File: src/rtl/arcc_pkg.sv
/*
  Shared constants for the audio route core control block: register
  offsets, field layouts, reset values and rate divisors.
  Assumes an 8-bit control port with 16-bit register addresses.
*/
`default_nettype none
package arcc_pkg;
  // ===========================================
  // Register offsets
  localparam logic [15:0] OFS_FRAME_RATE = 16'h40EB;
  localparam logic [15:0] OFS_CAPTURE_ROUTE = 16'h40F3;
  localparam logic [15:0] OFS_PIN_FUNC = 16'h40F4;
  localparam logic [15:0] OFS_PROC_RUN = 16'h40F6;
  localparam logic [15:0] OFS_PORT_RATE = 16'h40F8;
  // ===========================================
  // Field widths and reset values
  localparam int ROUTE_W = 4;
  localparam int PIN_W = 4;
  localparam int FRAME_W = 4;
  localparam int PORT_W = 3;
  localparam logic [3:0] RST_ROUTE = 4'h0;
  localparam logic [3:0] RST_PIN_FUNC = 4'h0;
  localparam logic [3:0] RST_FRAME_RATE = 4'h0;
  localparam logic RST_RUN = 1'b0;
  localparam logic [2:0] RST_PORT_RATE = 3'h0;
  localparam logic [3:0] ROUTE_VIA_PROC = 4'h0;
  localparam logic [3:0] FRAME_NONE_MIN = 4'hA;
  localparam logic [3:0] FRAME_IN_RATE = 4'h7;
  localparam logic [3:0] FRAME_OUT_RATE = 4'h8;
  // ===========================================
  // Pin positions in the pin function field
  localparam int PIN_FRAME_CLK = 3;
  localparam int PIN_BIT_CLK = 2;
  localparam int PIN_DATA_OUT = 1;
  localparam int PIN_DATA_IN = 0;
  // ===========================================
  // Timing: base rate counted in quarter periods
  localparam int CLK_HZ = 40000000;
  localparam int BASE_RATE_HZ = 48000;
  localparam int QTR_DIV = CLK_HZ / (4 * BASE_RATE_HZ);
  localparam int SYNC_STAGES = 3;

  // Port rate period in quarter base periods, 0 for reserved code 111
  function automatic logic [4:0] port_div(input logic [2:0] code);
    case (code)
      3'h0: port_div = 5'h04;
      3'h1: port_div = 5'h18;
      3'h2: port_div = 5'h10;
      3'h3: port_div = 5'h0C;
      3'h4: port_div = 5'h08;
      3'h5: port_div = 5'h06;
      3'h6: port_div = 5'h02;
      default: port_div = 5'h00;
    endcase
  endfunction

  // Processor frame period in quarter base periods, 0 for none
  function automatic logic [4:0] frame_div(input logic [3:0] code,
                                           input logic [2:0] port);
    case (code)
      4'h0: frame_div = 5'h02;
      4'h1: frame_div = 5'h04;
      4'h2: frame_div = 5'h06;
      4'h3: frame_div = 5'h08;
      4'h4: frame_div = 5'h0C;
      4'h5: frame_div = 5'h10;
      4'h6: frame_div = 5'h18;
      4'h7: frame_div = port_div(port);
      4'h8: frame_div = port_div(port);
      4'h9: frame_div = 5'h01;
      default: frame_div = 5'h00;
    endcase
  endfunction
endpackage
`default_nettype wire

File: src/rtl/arcc_fifo.sv
/*
  Small synchronous FIFO with valid/ready on both sides.
  Assumes one clock and an asynchronous active-low reset.
*/
`default_nettype none
module arcc_fifo #(
  parameter int WIDTH = 50,
  parameter int DEPTH = 8
) (
  input wire logic clk,
  input wire logic rstn,
  input wire logic in_valid,
  output logic in_ready,
  input wire logic [WIDTH-1:0] in_data,
  output logic out_valid,
  input wire logic out_ready,
  output logic [WIDTH-1:0] out_data
);
  localparam int AW = $clog2(DEPTH);
  logic [WIDTH-1:0] mem_q [DEPTH];
  logic [AW-1:0] wp_q, rp_q;
  logic [AW:0] cnt_q;
  wire push = in_valid && in_ready;
  wire pop = out_valid && out_ready;

  assign in_ready = (cnt_q != (AW+1)'(DEPTH));
  assign out_valid = (cnt_q != '0);
  assign out_data = mem_q[rp_q];

  always_ff @(posedge clk or negedge rstn) begin
    if (!rstn) begin
      wp_q <= '0;
      rp_q <= '0;
      cnt_q <= '0;
    end else begin
      if (push) wp_q <= (wp_q == AW'(DEPTH-1)) ? '0 : wp_q + 1'b1;
      if (pop) rp_q <= (rp_q == AW'(DEPTH-1)) ? '0 : rp_q + 1'b1;
      cnt_q <= cnt_q + (AW+1)'(push) - (AW+1)'(pop);
    end
  end

  // Storage carries no reset, so it may map to RAM
  always_ff @(posedge clk) begin
    if (push) mem_q[wp_q] <= in_data;
  end
endmodule // arcc_fifo
`default_nettype wire

File: src/rtl/arcc_core.sv
/*
  Audio route core control: control registers, capture routing into
  serial output slots, pin function muxing, processor run and frame
  pulses, and serial port rate ticks.
  Assumes one 40 MHz clock, a register port on that clock, and
  serial pins arriving asynchronously.
*/
`default_nettype none
// Operation
// RULE_01: Route code zero sends converter samples through the processor to outputs.
// RULE_02: Odd codes with bit 3 clear bypass processor, left/right to slot halves.
// RULE_03: Odd codes with bit 3 set bypass processor and swap the halves.
// RULE_04: Even nonzero route codes are reserved; software avoids them.
// RULE_05: Each pin function bit set makes its pin a processor GPIO; reset 0.
// RULE_06: Bit 3 clear gives frame clock pin; bit 2 clear gives bit clock pin.
// RULE_07: Bit 1 clear makes its pin carry serial output data.
// RULE_08: Bit 0 clear makes its pin accept serial input data.
// RULE_09: Run bit 0 runs the processor when set, standby when clear; reset 0.
// RULE_10: Running processor advances only on delivery of a new frame.
// RULE_11: Before standby software writes frame rate none, waits 3 ms, clears run.
// RULE_12: To restart, software programs frame rate first, then writes run 0x01.
// RULE_13: Port rate code sets port rate from base rate; 111 reserved; reset 000.
// RULE_14: Software should keep port, processor and converter rates equal.
// RULE_15: Frame rate codes 1010 to 1111 issue no processor frame pulses.
module arcc_core #(
  parameter int SAMPLE_W = 24,
  parameter int FIFO_DEPTH = 8,
  parameter int QTR_CYCLES = arcc_pkg::QTR_DIV
) (
  input wire logic clk,
  input wire logic rstn,
  // Register port
  input wire logic [15:0] reg_addr,
  input wire logic reg_wr,
  input wire logic [7:0] reg_wdata,
  input wire logic reg_rd,
  output logic [7:0] reg_rdata,
  // Converter samples
  input wire logic adc_valid,
  output logic adc_ready,
  input wire logic [SAMPLE_W-1:0] adc_left,
  input wire logic [SAMPLE_W-1:0] adc_right,
  // Processor side
  output logic proc_run,
  output logic proc_frame_start,
  output logic proc_in_valid,
  output logic [SAMPLE_W-1:0] proc_in_left,
  output logic [SAMPLE_W-1:0] proc_in_right,
  input wire logic proc_valid,
  output logic proc_ready,
  input wire logic [1:0] proc_slot,
  input wire logic [SAMPLE_W-1:0] proc_left,
  input wire logic [SAMPLE_W-1:0] proc_right,
  input wire logic [3:0] proc_gpio_out,
  output logic [3:0] proc_gpio_in,
  // Serial output stream
  output logic out_valid,
  input wire logic out_ready,
  output logic [1:0] out_slot,
  output logic [SAMPLE_W-1:0] out_left,
  output logic [SAMPLE_W-1:0] out_right,
  output logic port_tick,
  // Serial port logic
  input wire logic sp_frame_clk,
  input wire logic sp_bit_clk,
  input wire logic sp_data_out,
  output logic sp_data_in,
  // Shared pins
  input wire logic [3:0] pin_i,
  output logic [3:0] pin_o,
  output logic [3:0] pin_oe
);
  localparam int FW = 2 + 2 * SAMPLE_W;

  // ===========================================
  // Registers
  logic [3:0] route_q, pin_func_q, frame_q;
  logic run_q;
  logic [2:0] port_q;
  logic [7:0] rdata_q;

  wire wr_route = reg_wr && (reg_addr == arcc_pkg::OFS_CAPTURE_ROUTE);
  wire wr_pin = reg_wr && (reg_addr == arcc_pkg::OFS_PIN_FUNC);
  wire wr_run = reg_wr && (reg_addr == arcc_pkg::OFS_PROC_RUN);
  wire wr_frame = reg_wr && (reg_addr == arcc_pkg::OFS_FRAME_RATE);
  wire wr_port = reg_wr && (reg_addr == arcc_pkg::OFS_PORT_RATE);

  // Reserved bits read as zero, unmapped reads give 0x00
  logic [7:0] rd_mux;
  assign rd_mux =
    (reg_addr == arcc_pkg::OFS_CAPTURE_ROUTE) ? {4'h0, route_q} :
    (reg_addr == arcc_pkg::OFS_PIN_FUNC) ? {4'h0, pin_func_q} :
    (reg_addr == arcc_pkg::OFS_PROC_RUN) ? {7'h00, run_q} :
    (reg_addr == arcc_pkg::OFS_FRAME_RATE) ? {4'h0, frame_q} :
    (reg_addr == arcc_pkg::OFS_PORT_RATE) ? {5'h00, port_q} : 8'h00;

  always_ff @(posedge clk or negedge rstn) begin
    if (!rstn) begin
      route_q <= arcc_pkg::RST_ROUTE;
      pin_func_q <= arcc_pkg::RST_PIN_FUNC; // RULE_05
      run_q <= arcc_pkg::RST_RUN; // RULE_09
      frame_q <= arcc_pkg::RST_FRAME_RATE;
      port_q <= arcc_pkg::RST_PORT_RATE; // RULE_13
      rdata_q <= 8'h00;
    end else begin
      if (wr_route) route_q <= reg_wdata[3:0];
      if (wr_pin) pin_func_q <= reg_wdata[3:0];
      if (wr_run) run_q <= reg_wdata[0];
      if (wr_frame) frame_q <= reg_wdata[3:0];
      if (wr_port) port_q <= reg_wdata[2:0];
      if (reg_rd) rdata_q <= rd_mux;
    end
  end
  assign reg_rdata = rdata_q;

  // ===========================================
  // Rate ticks: quarter base period, then port and frame counters
  logic [15:0] qcnt_q;
  logic [4:0] pcnt_q, fcnt_q;
  wire q_tick = (qcnt_q == 16'(QTR_CYCLES - 1));
  wire [4:0] pdiv = arcc_pkg::port_div(port_q);
  wire [4:0] fdiv = arcc_pkg::frame_div(frame_q, port_q);
  // Zero divisor means reserved or none: counter keeps counting and wraps, no ticks
  wire p_hit = q_tick && (pdiv != 5'h00) && (pcnt_q == pdiv - 5'h01); // RULE_13
  wire f_hit = q_tick && (fdiv != 5'h00) && (fcnt_q == fdiv - 5'h01); // RULE_15

  always_ff @(posedge clk or negedge rstn) begin
    if (!rstn) begin
      qcnt_q <= '0;
      pcnt_q <= '0;
      fcnt_q <= '0;
    end else begin
      qcnt_q <= q_tick ? '0 : qcnt_q + 16'h0001;
      // Restart on a rate write so a stale count cannot overshoot
      if (wr_port || p_hit) pcnt_q <= '0;
      else if (q_tick) pcnt_q <= pcnt_q + 5'h01;
      if (wr_frame || wr_port || f_hit) fcnt_q <= '0;
      else if (q_tick) fcnt_q <= fcnt_q + 5'h01;
    end
  end

  assign port_tick = p_hit;
  assign proc_run = run_q;
  assign proc_frame_start = run_q && f_hit; // RULE_10

  // ===========================================
  // Capture routing
  wire via_proc = (route_q == arcc_pkg::ROUTE_VIA_PROC);
  wire bypass = route_q[0];
  wire swap = route_q[3];
  logic fin_valid, fin_ready;
  logic [FW-1:0] fin_data;
  logic pin_valid_q;
  logic [SAMPLE_W-1:0] pin_left_q, pin_right_q;

  // Samples go to the processor register only while it can take them
  wire proc_take = via_proc && (!pin_valid_q);
  assign adc_ready = via_proc ? proc_take : (bypass ? fin_ready : 1'b1);
  assign proc_ready = via_proc && fin_ready;
  assign fin_valid = via_proc ? proc_valid : (bypass && adc_valid); // RULE_01 RULE_02
  assign fin_data = via_proc ? {proc_slot, proc_left, proc_right} : // RULE_01
                    swap ? {route_q[2:1], adc_right, adc_left} : // RULE_03
                    {route_q[2:1], adc_left, adc_right}; // RULE_02

  always_ff @(posedge clk or negedge rstn) begin
    if (!rstn) begin
      pin_valid_q <= 1'b0;
      pin_left_q <= '0;
      pin_right_q <= '0;
    end else begin
      // Held one cycle for the processor input port
      pin_valid_q <= proc_take && adc_valid;
      if (proc_take && adc_valid) begin
        pin_left_q <= adc_left;
        pin_right_q <= adc_right;
      end
    end
  end
  assign proc_in_valid = pin_valid_q;
  assign proc_in_left = pin_left_q;
  assign proc_in_right = pin_right_q;

  logic [FW-1:0] fout_data;
  arcc_fifo #(.WIDTH(FW), .DEPTH(FIFO_DEPTH)) u_fifo (
    .clk(clk),
    .rstn(rstn),
    .in_valid(fin_valid),
    .in_ready(fin_ready),
    .in_data(fin_data),
    .out_valid(out_valid),
    .out_ready(out_ready),
    .out_data(fout_data)
  );
  assign out_slot = fout_data[FW-1 -: 2];
  assign out_left = fout_data[2*SAMPLE_W-1 -: SAMPLE_W];
  assign out_right = fout_data[SAMPLE_W-1:0];

  // ===========================================
  // Pin functions, inputs through three flops then a filter flop that updates when the last two agree
  logic [3:0] s1_q, s2_q, s3_q, pin_in_q, po_q, poe_q;
  always_ff @(posedge clk or negedge rstn) begin
    if (!rstn) begin
      s1_q <= '0;
      s2_q <= '0;
      s3_q <= '0;
      pin_in_q <= '0;
    end else begin
      s1_q <= pin_i;
      s2_q <= s1_q;
      s3_q <= s2_q;
      for (int i = 0; i < 4; i++) begin
        if (s2_q[i] == s3_q[i]) pin_in_q[i] <= s3_q[i];
      end
    end
  end

  wire [3:0] sp_drive = {sp_frame_clk, sp_bit_clk, sp_data_out, 1'b0};
  wire [3:0] sp_oe = 4'hE;
  wire [3:0] po_d, poe_d;
  genvar g;
  generate
    for (g = 0; g < 4; g++) begin : g_pin
      assign po_d[g] = pin_func_q[g] ? proc_gpio_out[g] : sp_drive[g]; // RULE_05 RULE_06 RULE_07
      assign poe_d[g] = pin_func_q[g] ? 1'b1 : sp_oe[g]; // RULE_08
    end
  endgenerate

  always_ff @(posedge clk or negedge rstn) begin
    if (!rstn) begin
      po_q <= '0;
      poe_q <= '0;
    end else begin
      po_q <= po_d;
      poe_q <= poe_d;
    end
  end
  assign pin_o = po_q;
  assign pin_oe = poe_q;
  assign proc_gpio_in = pin_in_q & pin_func_q;
  assign sp_data_in = pin_in_q[arcc_pkg::PIN_DATA_IN] &&
                      !pin_func_q[arcc_pkg::PIN_DATA_IN]; // RULE_08

  // ===========================================
  // Checks
  logic [15:0] gap_q;
  logic gap_ok_q;
  always_ff @(posedge clk or negedge rstn) begin
    if (!rstn) begin
      gap_q <= '0;
      gap_ok_q <= 1'b0;
    end else begin
      gap_q <= (p_hit || wr_port) ? 16'h0001 : gap_q + 16'h0001;
      gap_ok_q <= wr_port ? 1'b0 : (p_hit ? 1'b1 : gap_ok_q);
    end
  end

  property p_proc_path;
    @(posedge clk) disable iff (!rstn)
    (route_q == 4'h0) |-> (fin_valid == proc_valid) && (fin_data[FW-1 -: 2] == proc_slot);
  endproperty
  a_proc_path: assert property (p_proc_path) else $error("processor path broken"); // RULE_01

  property p_straight;
    @(posedge clk) disable iff (!rstn)
    (route_q[0] && !route_q[3] && adc_valid) |->
      fin_valid && (fin_data[FW-1 -: 2] == route_q[2:1]) &&
      (fin_data[2*SAMPLE_W-1 -: SAMPLE_W] == adc_left);
  endproperty
  a_straight: assert property (p_straight) else $error("straight route wrong"); // RULE_02

  property p_swap;
    @(posedge clk) disable iff (!rstn)
    (route_q[0] && route_q[3] && adc_valid) |->
      (fin_data[2*SAMPLE_W-1 -: SAMPLE_W] == adc_right) && (fin_data[SAMPLE_W-1:0] == adc_left);
  endproperty
  a_swap: assert property (p_swap) else $error("swapped route wrong"); // RULE_03

  property p_pin_gpio;
    @(posedge clk) disable iff (!rstn)
    (pin_func_q[2] && $stable(pin_func_q)) |=> pin_oe[2] && (pin_o[2] == $past(proc_gpio_out[2]));
  endproperty
  a_pin_gpio: assert property (p_pin_gpio) else $error("gpio pin not driven"); // RULE_05

  property p_frame_clk;
    @(posedge clk) disable iff (!rstn)
    // Sampled rstn skips the release edge, where the pin enables still hold reset
    (rstn && !pin_func_q[3] && $stable(pin_func_q)) |=>
      pin_oe[3] && (pin_o[3] == $past(sp_frame_clk));
  endproperty
  a_frame_clk: assert property (p_frame_clk) else $error("frame clock pin wrong"); // RULE_06

  property p_data_out;
    @(posedge clk) disable iff (!rstn)
    (rstn && !pin_func_q[1] && $stable(pin_func_q)) |=> (pin_o[1] == $past(sp_data_out));
  endproperty
  a_data_out: assert property (p_data_out) else $error("data out pin wrong"); // RULE_07

  property p_data_in;
    @(posedge clk) disable iff (!rstn)
    pin_func_q[0] |-> !sp_data_in ##1 (!pin_func_q[0] || pin_oe[0]);
  endproperty
  a_data_in: assert property (p_data_in) else $error("data in pin wrong"); // RULE_08

  property p_run;
    @(posedge clk) disable iff (!rstn)
    proc_frame_start |-> run_q && q_tick && !$past(proc_frame_start);
  endproperty
  a_run: assert property (p_run) else $error("frame pulse without run"); // RULE_09 RULE_10

  property p_none;
    @(posedge clk) disable iff (!rstn)
    (frame_q >= arcc_pkg::FRAME_NONE_MIN) |-> !proc_frame_start;
  endproperty
  a_none: assert property (p_none) else $error("frame pulse at rate none"); // RULE_15

  property p_port_gap;
    @(posedge clk) disable iff (!rstn)
    (p_hit && gap_ok_q) |-> (gap_q == 16'(pdiv * QTR_CYCLES));
  endproperty
  a_port_gap: assert property (p_port_gap) else $error("port rate period wrong"); // RULE_13
endmodule // arcc_core
`default_nettype wire

File: config.mk
export PLATFORM = sky130hd
export DESIGN_NAME = arcc_core
export DESIGN_NICKNAME = d
export VERILOG_FILES = /design/src/rtl/arcc_pkg.sv /design/src/rtl/arcc_fifo.sv /design/src/rtl/arcc_core.sv
export SDC_FILE = /design/constraint.sdc
export NUM_CORES = 1
export LEC_CHECK = 0
export BUFFER_PORTS_ARGS = -buffer_cell sky130_fd_sc_hd__buf_2
export CELL_PAD_IN_SITES_DETAIL_PLACEMENT = 0
export CELL_PAD_IN_SITES_GLOBAL_PLACEMENT = 1
export CORE_ASPECT_RATIO = 1.2
export CORE_MARGIN = 2
export CORE_UTILIZATION = 50
export DETAILED_ROUTE_END_ITERATION = 16
export GPL_ROUTABILITY_DRIVEN = 0
export PLACE_DENSITY_LB_ADDON = 0.1
export RECOVER_POWER = 50
export REMOVE_ABC_BUFFERS = 1
export SLEW_MARGIN = 10
export SYNTH_ARGS = -nofsm -noshare
export SYNTH_HDL_FRONTEND = slang
export SYNTH_SLANG_ARGS = --single-unit
export TNS_END_PERCENT = 50
File: constraint.sdc
create_clock -name clk -period 10.8 [get_ports clk]
set_clock_uncertainty 0.05 [all_clocks]
set_input_delay 0.54 -clock clk [delete_from_list [all_inputs] [get_ports clk]]
set_output_delay 0.54 -clock clk [all_outputs]
set_load 0.02 [all_outputs]
==> results.sh, run 1 <==
export IMPL_synth_seq_cells=527
export IMPL_core_mm2=0.0430
export IMPL_synthFlopType="edfxtp_1"
export IMPL_syn_instance_count=1339
export IMPL_vias=12100
export IMPL_synth_top_cell_by_area="edfxtp_1"
export IMPL_die_x_um=195
export IMPL_yosysMostFrequentCell="edfxtp_1"
export IMPL_status="complete, but fails checks"
export IMPL_grt_usage_pct=20.9
export IMPL_die_y_um=233
export IMPL_cts_resized=0
export IMPL_slew_headroom_pct=-194
export IMPL_wl_um=46300
export IMPL_fin_crit_ns=6.47
export IMPL_grt_pass1_wl_um=72000
export IMPL_cts_sinks=527
export IMPL_place_ws_ns=6.69
export IMPL_num_nets_final=1762
export IMPL_start_util_pct=50.8
export IMPL_clk_path_buf_depth=3
export IMPL_path_max_fanout=61
export IMPL_drcViolationCount=0
export IMPL_power_total_mw=6.11
export IMPL_fillCellCount=3419
export IMPL_clkTransAtPathRegs_ns=0.06
export IMPL_synth_area_per_cell_um2=16.3
export IMPL_reg2reg_depth=4
export IMPL_io_pins=266
export IMPL_worstSetupStartpointType="flip-flop"
export IMPL_yosysWarnings=0
export IMPL_first_global_vias=12700
export IMPL_rows=83
export IMPL_wl_per_cell_um=21.1
export IMPL_final_max_slew_viol_count=411
export IMPL_overflow=0
export IMPL_end_kind="flip-flop"
export IMPL_antenna_found_initial=0
export IMPL_drive_gt1_share_pct=27.6
export IMPL_period_share_pct=59.9
export IMPL_drt_pass1_iterations=4
export IMPL_setup_ws_ns=4.33
export IMPL_root_buffer="clkbuf_16"
export IMPL_leakagePower_nw=9.40
export IMPL_ys_seq_area_share_pct=69.6
export IMPL_placement_io_buffers=257
export IMPL_whs_ns=0.131
export IMPL_hold_path_class="input pin to flip-flop"
export IMPL_postRouteAntennaNets=0
export IMPL_viasPerCell=5.49
export IMPL_design_area_mm2=0.0254
export IMPL_setup_violations=0
export IMPL_p_per_area_mw_per_mm2=241
export IMPL_design_die_area_mm2=0.0454
export IMPL_drt_initial_drc_count=562
export IMPL_area_growth_pct=16.3
export IMPL_synth_edf_count=400
export IMPL_cts_buffers=52
export IMPL_fmax_ghz=0.154
export IMPL_tightest_slew_ns=4.41
export IMPL_max_cap_violations=8
export IMPL_finalNonFillerCells=2199
export IMPL_setup_tns_ns=0
export IMPL_insertion_delay_ns=0.58
export IMPL_grt_max_degree=75
export IMPL_final_core_util_pct=59.0
export IMPL_arrival_ns=6.50
export IMPL_ys_async_sr_fraction_pct=24.1
export IMPL_ir_drop_v=0.000146
export IMPL_holdPathStages=2
export IMPL_synth_cell_types=59
export IMPL_htreeDepth=2
export IMPL_place_hpwl_um=27000
export IMPL_cts_tree="done"
export IMPL_synthesis_area_mm2=0.0218
export IMPL_antenna_cells=0
export IMPL_cp_required_ns=10.83
export IMPL_placed_area_mm2=0.0237
export IMPL_dpl_cell_count=2098
export IMPL_crit_type="flip-flop to flip-flop"
export IMPL_ys_top_cells_by_area="edfxtp_1 55%, dfrtp_1 15%, mux4_2 10%, nand2_1 3.9%, mux2_2 3.2%"
export IMPL_rsz0062_at_grt="no"
export IMPL_final_hold_violation_count=0
export IMPL_yosysTopAreaCellShare_pct=55.0
export IMPL_synthTopCellsByCount="400 x edfxtp_1, 224 x nand2_1, 127 x dfrtp_1"
export IMPL_violations="max-capacitance violations, max-slew violations"
-- registers in the layout, indices dropped and copies added, names as in the netlist, 4 cells and up --
name,count
pcnt_q,5
u_fifo.cnt_q,4
pin_o,4
proc_in_right,24
fcnt_q,5
s1_q,4
pin_in_q,4
pin_func_q,4
s2_q,4
u_fifo.mem_q,400
reg_rdata,4
qcnt_q,16
frame_q,4
s3_q,4
route_q,4
proc_in_left,24
-- layout make-up --
| class | count | area [µm²] | area share, % |
|---|---|---|---|
| clock inverters | 28 | 279 | 1.10 |
| well taps | 552 | 691 | 2.72 |
| repair buffers | 280 | 1360 | 5.37 |
| flip-flops and latches | 527 | 15200 | 59.9 |
| inverters | 12 | 45.0 | 0.177 |
| multi-input cells | 732 | 6320 | 24.9 |
| clock buffers | 68 | 1490 | 5.85 |
-- repair_timing --
item                      CTS  global route
hold buffers                5             0
setup buffers               0             0
hold endpoints to repair   69             0
-- final timing paths --
path | from | slack (ns) | end
worst max-delay path | route_q[3] | 4.33 | u_fifo.mem_q[7][46]
worst min-delay path | proc_gpio_out[0] | 0.13 | pin_o[0]
worst max register to register | route_q[3] | 4.33 | u_fifo.mem_q[7][46]
worst min register to register | s1_q[0] | 0.29 | s2_q[0]
max in group asynchronous | rstn | 5.58 | u_fifo.rp_q[0]
min in group asynchronous | rstn | 2.02 | pin_oe[1]
-- worst max-delay path, stage by stage (launching register included) --
cell and delay, ns:
dfrtp_1 0.88, nor4_1 0.66, clkbuf_1 1.25, clkbuf_1 2.00
o21ai_0 1.01
-- kinds of logic (layout without fill, tap and decap cells) --
kind of cell / after synthesis / count (layout) / share of synthesized area [%]
DFF: 527 / 527 / 69.6
AOI/OAI and AO/OA: 95 / 95 / 2.45
adders and majority gates: 21 / 21 / 1.19
and+or+nand+nor: 352 / 352 / 7.30
buffers and inverters: 83 / 388 / 1.60
xor gates and xnor gates: 36 / 36 / 1.48
muxes: 223 / 223 / 16.4
other: 2 / 5 / 0.0344
-- power breakdown --
group	internal (mW)	leakage (nW)	switching [mW]
Sequential	2.48	5.21	0.175
Clock	1.09	0.860	0.739
Combinational	0.731	3.33	0.892
Total	4.30	9.40	1.81
-- routing by layer --
layer	wire, µm	vias up	GRT usage, %
li1	-	5583	-
met1	20100	6158	27.8
met2	23400	280	36.3
met3	2140	52	3.86
met4	717	0	4.63
met5	0	-	0
-- cells in the final DEF, fill, tap and decap left out, types with 7 or more instances in the layout --
cell type / count
clkinv_2: 8
mux2_1: 9
xor2_1: 19
mux2i_1: 52
buf_4: 13
a21oi_1: 15
clkbuf_16: 55
nor2_1: 33
clkbuf_1: 84
nand2_1: 224
dfrtp_1: 125
ha_1: 16
nor3_1: 12
clkinv_1: 7
xnor2_1: 17
mux2_2: 62
nand3_1: 8
buf_2: 185
and2_1: 7
nand2b_1: 12
mux4_2: 100
inv_1: 12
o21ai_0: 59
edfxtp_1: 400
Power figures use the tool's default switching activity.
==> inputs of run 2 (changes only) <==
ABC_AREA = 1   (was default)
CORE_UTILIZATION = 42   (was 50)
clock period = 5.65 ns   (was 10.8 ns; I/O delays follow)
==> results.sh, run 2 <==
export IMPL_grt_pass1_wl_um=89600
export IMPL_grt_usage_pct=20.9
export IMPL_holdPathStages=5
export IMPL_regArea_mm2=0.0152
export IMPL_design_die_area_mm2=0.0549
export IMPL_path_max_fanout=47
export IMPL_power_total_mw=12.3
export IMPL_fillCellCount=4839
export IMPL_htreeDepth=2
export IMPL_setup_violations=0
export IMPL_crit_type="flip-flop to output port"
export IMPL_synthTopCellsByCount="450 x nor2_1, 400 x edfxtp_1, 358 x nand2_1"
export IMPL_slew_headroom_pct=-137
export IMPL_r2r_start="route_q[0]"
export IMPL_leakagePower_nw=10.4
export IMPL_ir_drop_v=0.000328
export IMPL_arrival_ns=4.18
export IMPL_yosysWarnings=0
export IMPL_ys_seq_area_share_pct=68.2
export IMPL_cts_buffers=54
export IMPL_postRouteAntennaNets=0
export IMPL_die_x_um=214
export IMPL_synth_cell_types=41
export IMPL_cts_tree="done"
export IMPL_drt_initial_drc_count=1012
export IMPL_min_from="reg_addr[15]"
export IMPL_reg2reg_depth=6
export IMPL_synthesis_area_mm2=0.0223
export IMPL_worstSetupStartpointType="flip-flop"
export IMPL_rrSetupSlack_ns=1.33
export IMPL_fmax_ghz=0.222
export IMPL_place_hpwl_um=34500
export IMPL_clkTransAtPathRegs_ns=0.06
export IMPL_wl_um=58300
export IMPL_p_per_area_mw_per_mm2=464
export IMPL_placed_area_mm2=0.0243
export IMPL_synth_area_per_cell_um2=10.7
export IMPL_rsz0062_at_grt="no"
export IMPL_dpl_cell_count=2947
export IMPL_syn_instance_count=2073
export IMPL_yosysMostFrequentCell="nor2_1"
export IMPL_final_max_slew_viol_count=212
export IMPL_overflow=0
export IMPL_final_cell_mix="445 x nor2_1, 400 x edfxtp_1, 361 x nand2_1, 235 x o21ai_0, 187 x buf_2"
export IMPL_synth_top_cell_by_area="edfxtp_1"
export IMPL_cts_sinks=527
export IMPL_die_y_um=256
export IMPL_drt_pass1_iterations=5
export IMPL_insertion_delay_ns=0.59
export IMPL_crit_slowest_cell="clkbuf_1"
export IMPL_synthFlopType="edfxtp_1"
export IMPL_drcViolationCount=0
export IMPL_first_global_vias=15400
export IMPL_yosysTopAreaCellShare_pct=53.9
export IMPL_vias=15900
export IMPL_clk_path_buf_depth=3
export IMPL_rows=92
export IMPL_final_hold_violation_count=0
export IMPL_synth_edf_count=400
export IMPL_violations="max-capacitance violations, max-slew violations"
export IMPL_critPathBufInv=3
export IMPL_root_buffer="clkbuf_16"
export IMPL_max_cap_violations=4
export IMPL_multi_input_comb_area_mm2=0.00625
export IMPL_core_mm2=0.0525
export IMPL_min_to="proc_run"
export IMPL_start_util_pct=42.5
export IMPL_grt_max_degree=120
export IMPL_wl_per_cell_um=18.7
export IMPL_rr_endpoint="proc_in_right[23]"
export IMPL_cts_resized=0
export IMPL_crit_chain="clkinv_2 -> clkbuf_1 -> a31oi_1 -> buf_2"
export IMPL_final_common_cell="nor2_1"
export IMPL_design_area_mm2=0.0266
export IMPL_status="complete, but fails checks"
export IMPL_area_growth_pct=19.4
export IMPL_io_pins=266
export IMPL_tightest_slew_ns=3.55
export IMPL_max_stage_delay_ns=1.96
export IMPL_num_nets_final=2521
export IMPL_period_share_pct=79.8
export IMPL_final_core_util_pct=50.7
export IMPL_finalNonFillerCells=3114
export IMPL_ys_async_sr_fraction_pct=24.1
export IMPL_ys_top_cells_by_area="edfxtp_1 54%, dfrtp_1 14%, nor2_1 7.6%, nand2_1 6.0%, o21ai_0 5.3%"
export IMPL_drive_gt1_share_pct=13.9
export IMPL_cp_required_ns=5.32
export IMPL_end_kind="output port"
export IMPL_placement_io_buffers=257
export IMPL_largest_reg_flops=400
export IMPL_critPathTopFamily="buffers and inverters"
export IMPL_antenna_found_initial=3
export IMPL_hold_path_class="input pin to flip-flop"
export IMPL_fin_crit_ns=4.51
export IMPL_regMostFlops="u_fifo.mem_q"
export IMPL_viasPerCell=5.12
export IMPL_synth_seq_cells=527
## run 2: logic make-up after synthesis
family | count (synthesis) | synth area share (%)
adders and majority gates | 21 | 1.17
muxes | 2 | 0.101
buffers and inverters | 212 | 3.92
DFF | 527 | 68.2
AOI/OAI and AO/OA | 404 | 9.99
xor gates and xnor gates | 22 | 0.865
and+or+nand+nor | 883 | 15.8
other | 2 | 0.0337
## run 2: worst register-to-register path: cells and delay by family (launching register included)
kind                   cells  cell delay, ns
AND/OR/NAND/NOR            4            1.43
flip-flops                 1            0.40
buffers and inverters      2            2.37
## run 2: final cells by class
class	count	share of cell area, %
Inverter	93	1.33
Sequential cell	527	57.1
Clock inverter	25	1.22
Multi-Input combinational cell	1337	23.5
Timing Repair Buffer	351	7.86
Clock buffer	75	5.61
Antenna cell	1	0.00941
Tap cell	705	3.32
## run 2: layer usage
metal	GRT usage (%)	vias up	routed length [µm]
met5	0	-	12
met4	5.05	2	1150
met3	3.29	78	2510
met2	36.5	337	28800
met1	27.5	7805	25800
li1	-	7714	-
## run 2: worst max-delay path by stage
stage | from | slack (ns) | depth (start not counted) | endpoint
final | u_fifo.rp_q[2] | 1.14 | 4 | out_left[8]
after CTS | u_fifo.rp_q[1] | 1.53 | 8 | out_right[9]
after global placement | route_q[0] | 1.88 | 8 | u_fifo.mem_q[4][19]
after floorplan | u_fifo.rp_q[0] | -0.77 | 5 | out_left[0]
after detailed placement | route_q[0] | 1.86 | 8 | u_fifo.mem_q[4][14]
after global routing | rstn | 0.89 | 2 | u_fifo.rp_q[0]
## run 2: what timing repair did
item | 4_1_cts | 5_1_grt
hold endpoints to repair | 134 | 0
setup endpoints to repair | 0 | 0
hold buffers | 66 | 0
buffers inserted | 0 | 0
## run 2: report_power, final
part,total (mW),internal [mW],switching [mW]
sequential,4.90,4.70,0.199
combinational,3.78,1.09,2.69
clock,3.66,2.20,1.46
total,12.3,8.00,4.35
## run 2: through the flow
stage	hold WS [ns]	setup TNS [ns]	worst slack (ns)
after global routing	0.113	0	0.892
after detailed placement	0.266	0	1.86
after global placement	0.266	0	1.88
after floorplan	-0.0631	-261.33	-0.769
final	0.101	0	1.14
after CTS	0.0634	0	1.53
==> inputs of run 3 (changes only) <==
clock period = 3.9 ns   (was 5.65 ns; I/O delays follow)
==> results.sh, run 3 (synthesis gave the netlist of run 2 again) <==
export IMPL_clkTransAtPathRegs_ns=0.06
export IMPL_start_util_pct=42.5
export IMPL_p_int_mw=11.6
export IMPL_num_nets_final=2532
export IMPL_setup_violations=0
export IMPL_die_x_um=214
export IMPL_r2r_start="route_q[0]"
export IMPL_postRouteAntennaNets=0
export IMPL_path_max_fanout=7
export IMPL_first_global_vias=15600
export IMPL_final_cell_mix="444 x nor2_1, 400 x edfxtp_1, 360 x nand2_1, 234 x o21ai_0, 187 x buf_2"
export IMPL_wl_um=58000
export IMPL_final_common_cell="nor2_1"
export IMPL_root_buffer="clkbuf_16"
export IMPL_drive_gt1_share_pct=14.5
export IMPL_reg2reg_depth=8
export IMPL_antenna_found_initial=3
export IMPL_die_y_um=256
export IMPL_cp_required_ns=3.65
export IMPL_status="complete, but fails checks"
export IMPL_leakagePower_nw=10.4
export IMPL_cts_tree="done"
export IMPL_violations="max-capacitance violations, max-slew violations"
export IMPL_tightest_slew_ns=2.29
export IMPL_max_cap_violations=1
export IMPL_drt_initial_drc_count=1037
export IMPL_crit_type="flip-flop to output port"
export IMPL_min_to="u_fifo.mem_q[2][44]"
export IMPL_cts_buffers=56
export IMPL_clockPowerShare_pct=29.3
export IMPL_grt_max_degree=90
export IMPL_design_area_mm2=0.0268
export IMPL_design_die_area_mm2=0.0549
export IMPL_vias=15900
export IMPL_swShare_pct=35.5
export IMPL_drt_pass1_iterations=5
export IMPL_final_hold_violation_count=0
export IMPL_arrival_ns=3.02
export IMPL_fin_crit_ns=3.27
export IMPL_end_kind="output port"
export IMPL_htreeDepth=2
export IMPL_holdPathStages=3
export IMPL_setup_tns_ns=0
export IMPL_core_mm2=0.0525
export IMPL_min_from="proc_left[20]"
export IMPL_largest_reg_flops=400
export IMPL_startpoint="frame_q[0]"
export IMPL_cts_resized=0
export IMPL_overflow=0
export IMPL_grt_pass1_wl_um=89500
export IMPL_viasPerCell=5.09
export IMPL_cts_setup_buffers=0
export IMPL_placement_io_buffers=257
export IMPL_rsz0062_at_grt="no"
export IMPL_rows=92
export IMPL_final_max_slew_viol_count=82
export IMPL_place_hpwl_um=33200
export IMPL_hold_path_class="input pin to flip-flop"
export IMPL_rrSetupSlack_ns=0.99
export IMPL_period_share_pct=83.8
export IMPL_area_growth_pct=20.2
export IMPL_clk_path_buf_depth=3
export IMPL_grt_usage_pct=20.9
export IMPL_worstSetupStartpointType="flip-flop"
export IMPL_sequentialPowerShare_pct=39.8
export IMPL_final_core_util_pct=51.0
export IMPL_rr_endpoint="u_fifo.mem_q[1][44]"
export IMPL_drcViolationCount=0
export IMPL_p_per_area_mw_per_mm2=671
export IMPL_cts_sinks=527
export IMPL_io_pins=266
export IMPL_power_switching_mw=6.39
export IMPL_ir_drop_v=0.000321
export IMPL_regMostFlops="u_fifo.mem_q"
export IMPL_wl_per_cell_um=18.6
export IMPL_combPwrFrac_pct=31.0
export IMPL_placed_area_mm2=0.0244
export IMPL_slew_headroom_pct=-52.9
export IMPL_fmax_ghz=0.306
export IMPL_power_total_mw=18.0
export IMPL_insertion_delay_ns=0.60
==> run 3: power by group through the flow <==
stage	logic, mW	registers [mW]	clock network (mW)
2_1_floorplan	3.15	7.44	0
3_3_place_gp	5.56	7.23	0
3_5_place_dp	5.63	7.25	0
4_1_cts	5.70	7.14	5.39
5_1_grt	6.15	7.21	5.61
6_report	5.56	7.14	5.26
==> run 3: worst max-delay path by stage <==
stage                               end  slack [ns]  cells after the start
floorplan                   out_left[0]       -2.43                      5
global placement       proc_frame_start        1.18                     15
detailed placement  u_fifo.mem_q[6][11]        1.21                      8
CTS                    proc_frame_start        0.57                     15
global route           proc_frame_start        0.32                     15
finish                 proc_frame_start        0.63                     15
==> run 3: area by class of cell <==
type / instances / area, µm²
well taps: 705 / 882
clock inverters: 29 / 288
flip-flops and latches: 527 / 15200
multi-input cells: 1337 / 6270
inverters: 93 / 353
clock buffers: 74 / 1530
repair buffers: 360 / 2260
fillers: 4834 / 25700
diodes: 2 / 5.00
==> run 3: critical path, stage by stage (launching register included) <==
cell     delay (ns)
dfrtp_1        0.44
nor2_1         0.22
nand2_1        0.12
nand2_4        0.12
nand2_1        0.07
o21ai_1        0.07
inv_1          0.09
ha_1           0.31
xor2_1         0.13
nand2_1        0.07
nor3_1         0.16
nand2_1        0.09
nor2_2         0.10
nand3_2        0.15
nor2_1         0.12
buf_2          0.17
==> run 3: stage by stage <==
stage          std cells  hold slack (ns)  setup WS (ns)
6_report            3127           0.0403          0.631
5_1_grt             3127           0.0378          0.319
4_1_cts             3125          0.00882          0.568
3_5_place_dp        2953            0.254           1.21
3_3_place_gp        2953            0.254           1.18
2_1_floorplan       1957           -0.151          -2.43
==> run 3: what timing repair did <==
action,4_1_cts,5_1_grt
hold buffers,69,0
hold endpoints to repair,157,0
setup endpoints to repair,0,0
==> run 3: layer usage <==
metal	part of all wire, %	global-route usage (%)	vias up
li1	-	-	7727
met1	43	27.1	7775
met2	50	37.0	360
met3	5.1	3.40	64
met4	1.5	4.69	2
met5	0.019	0	-
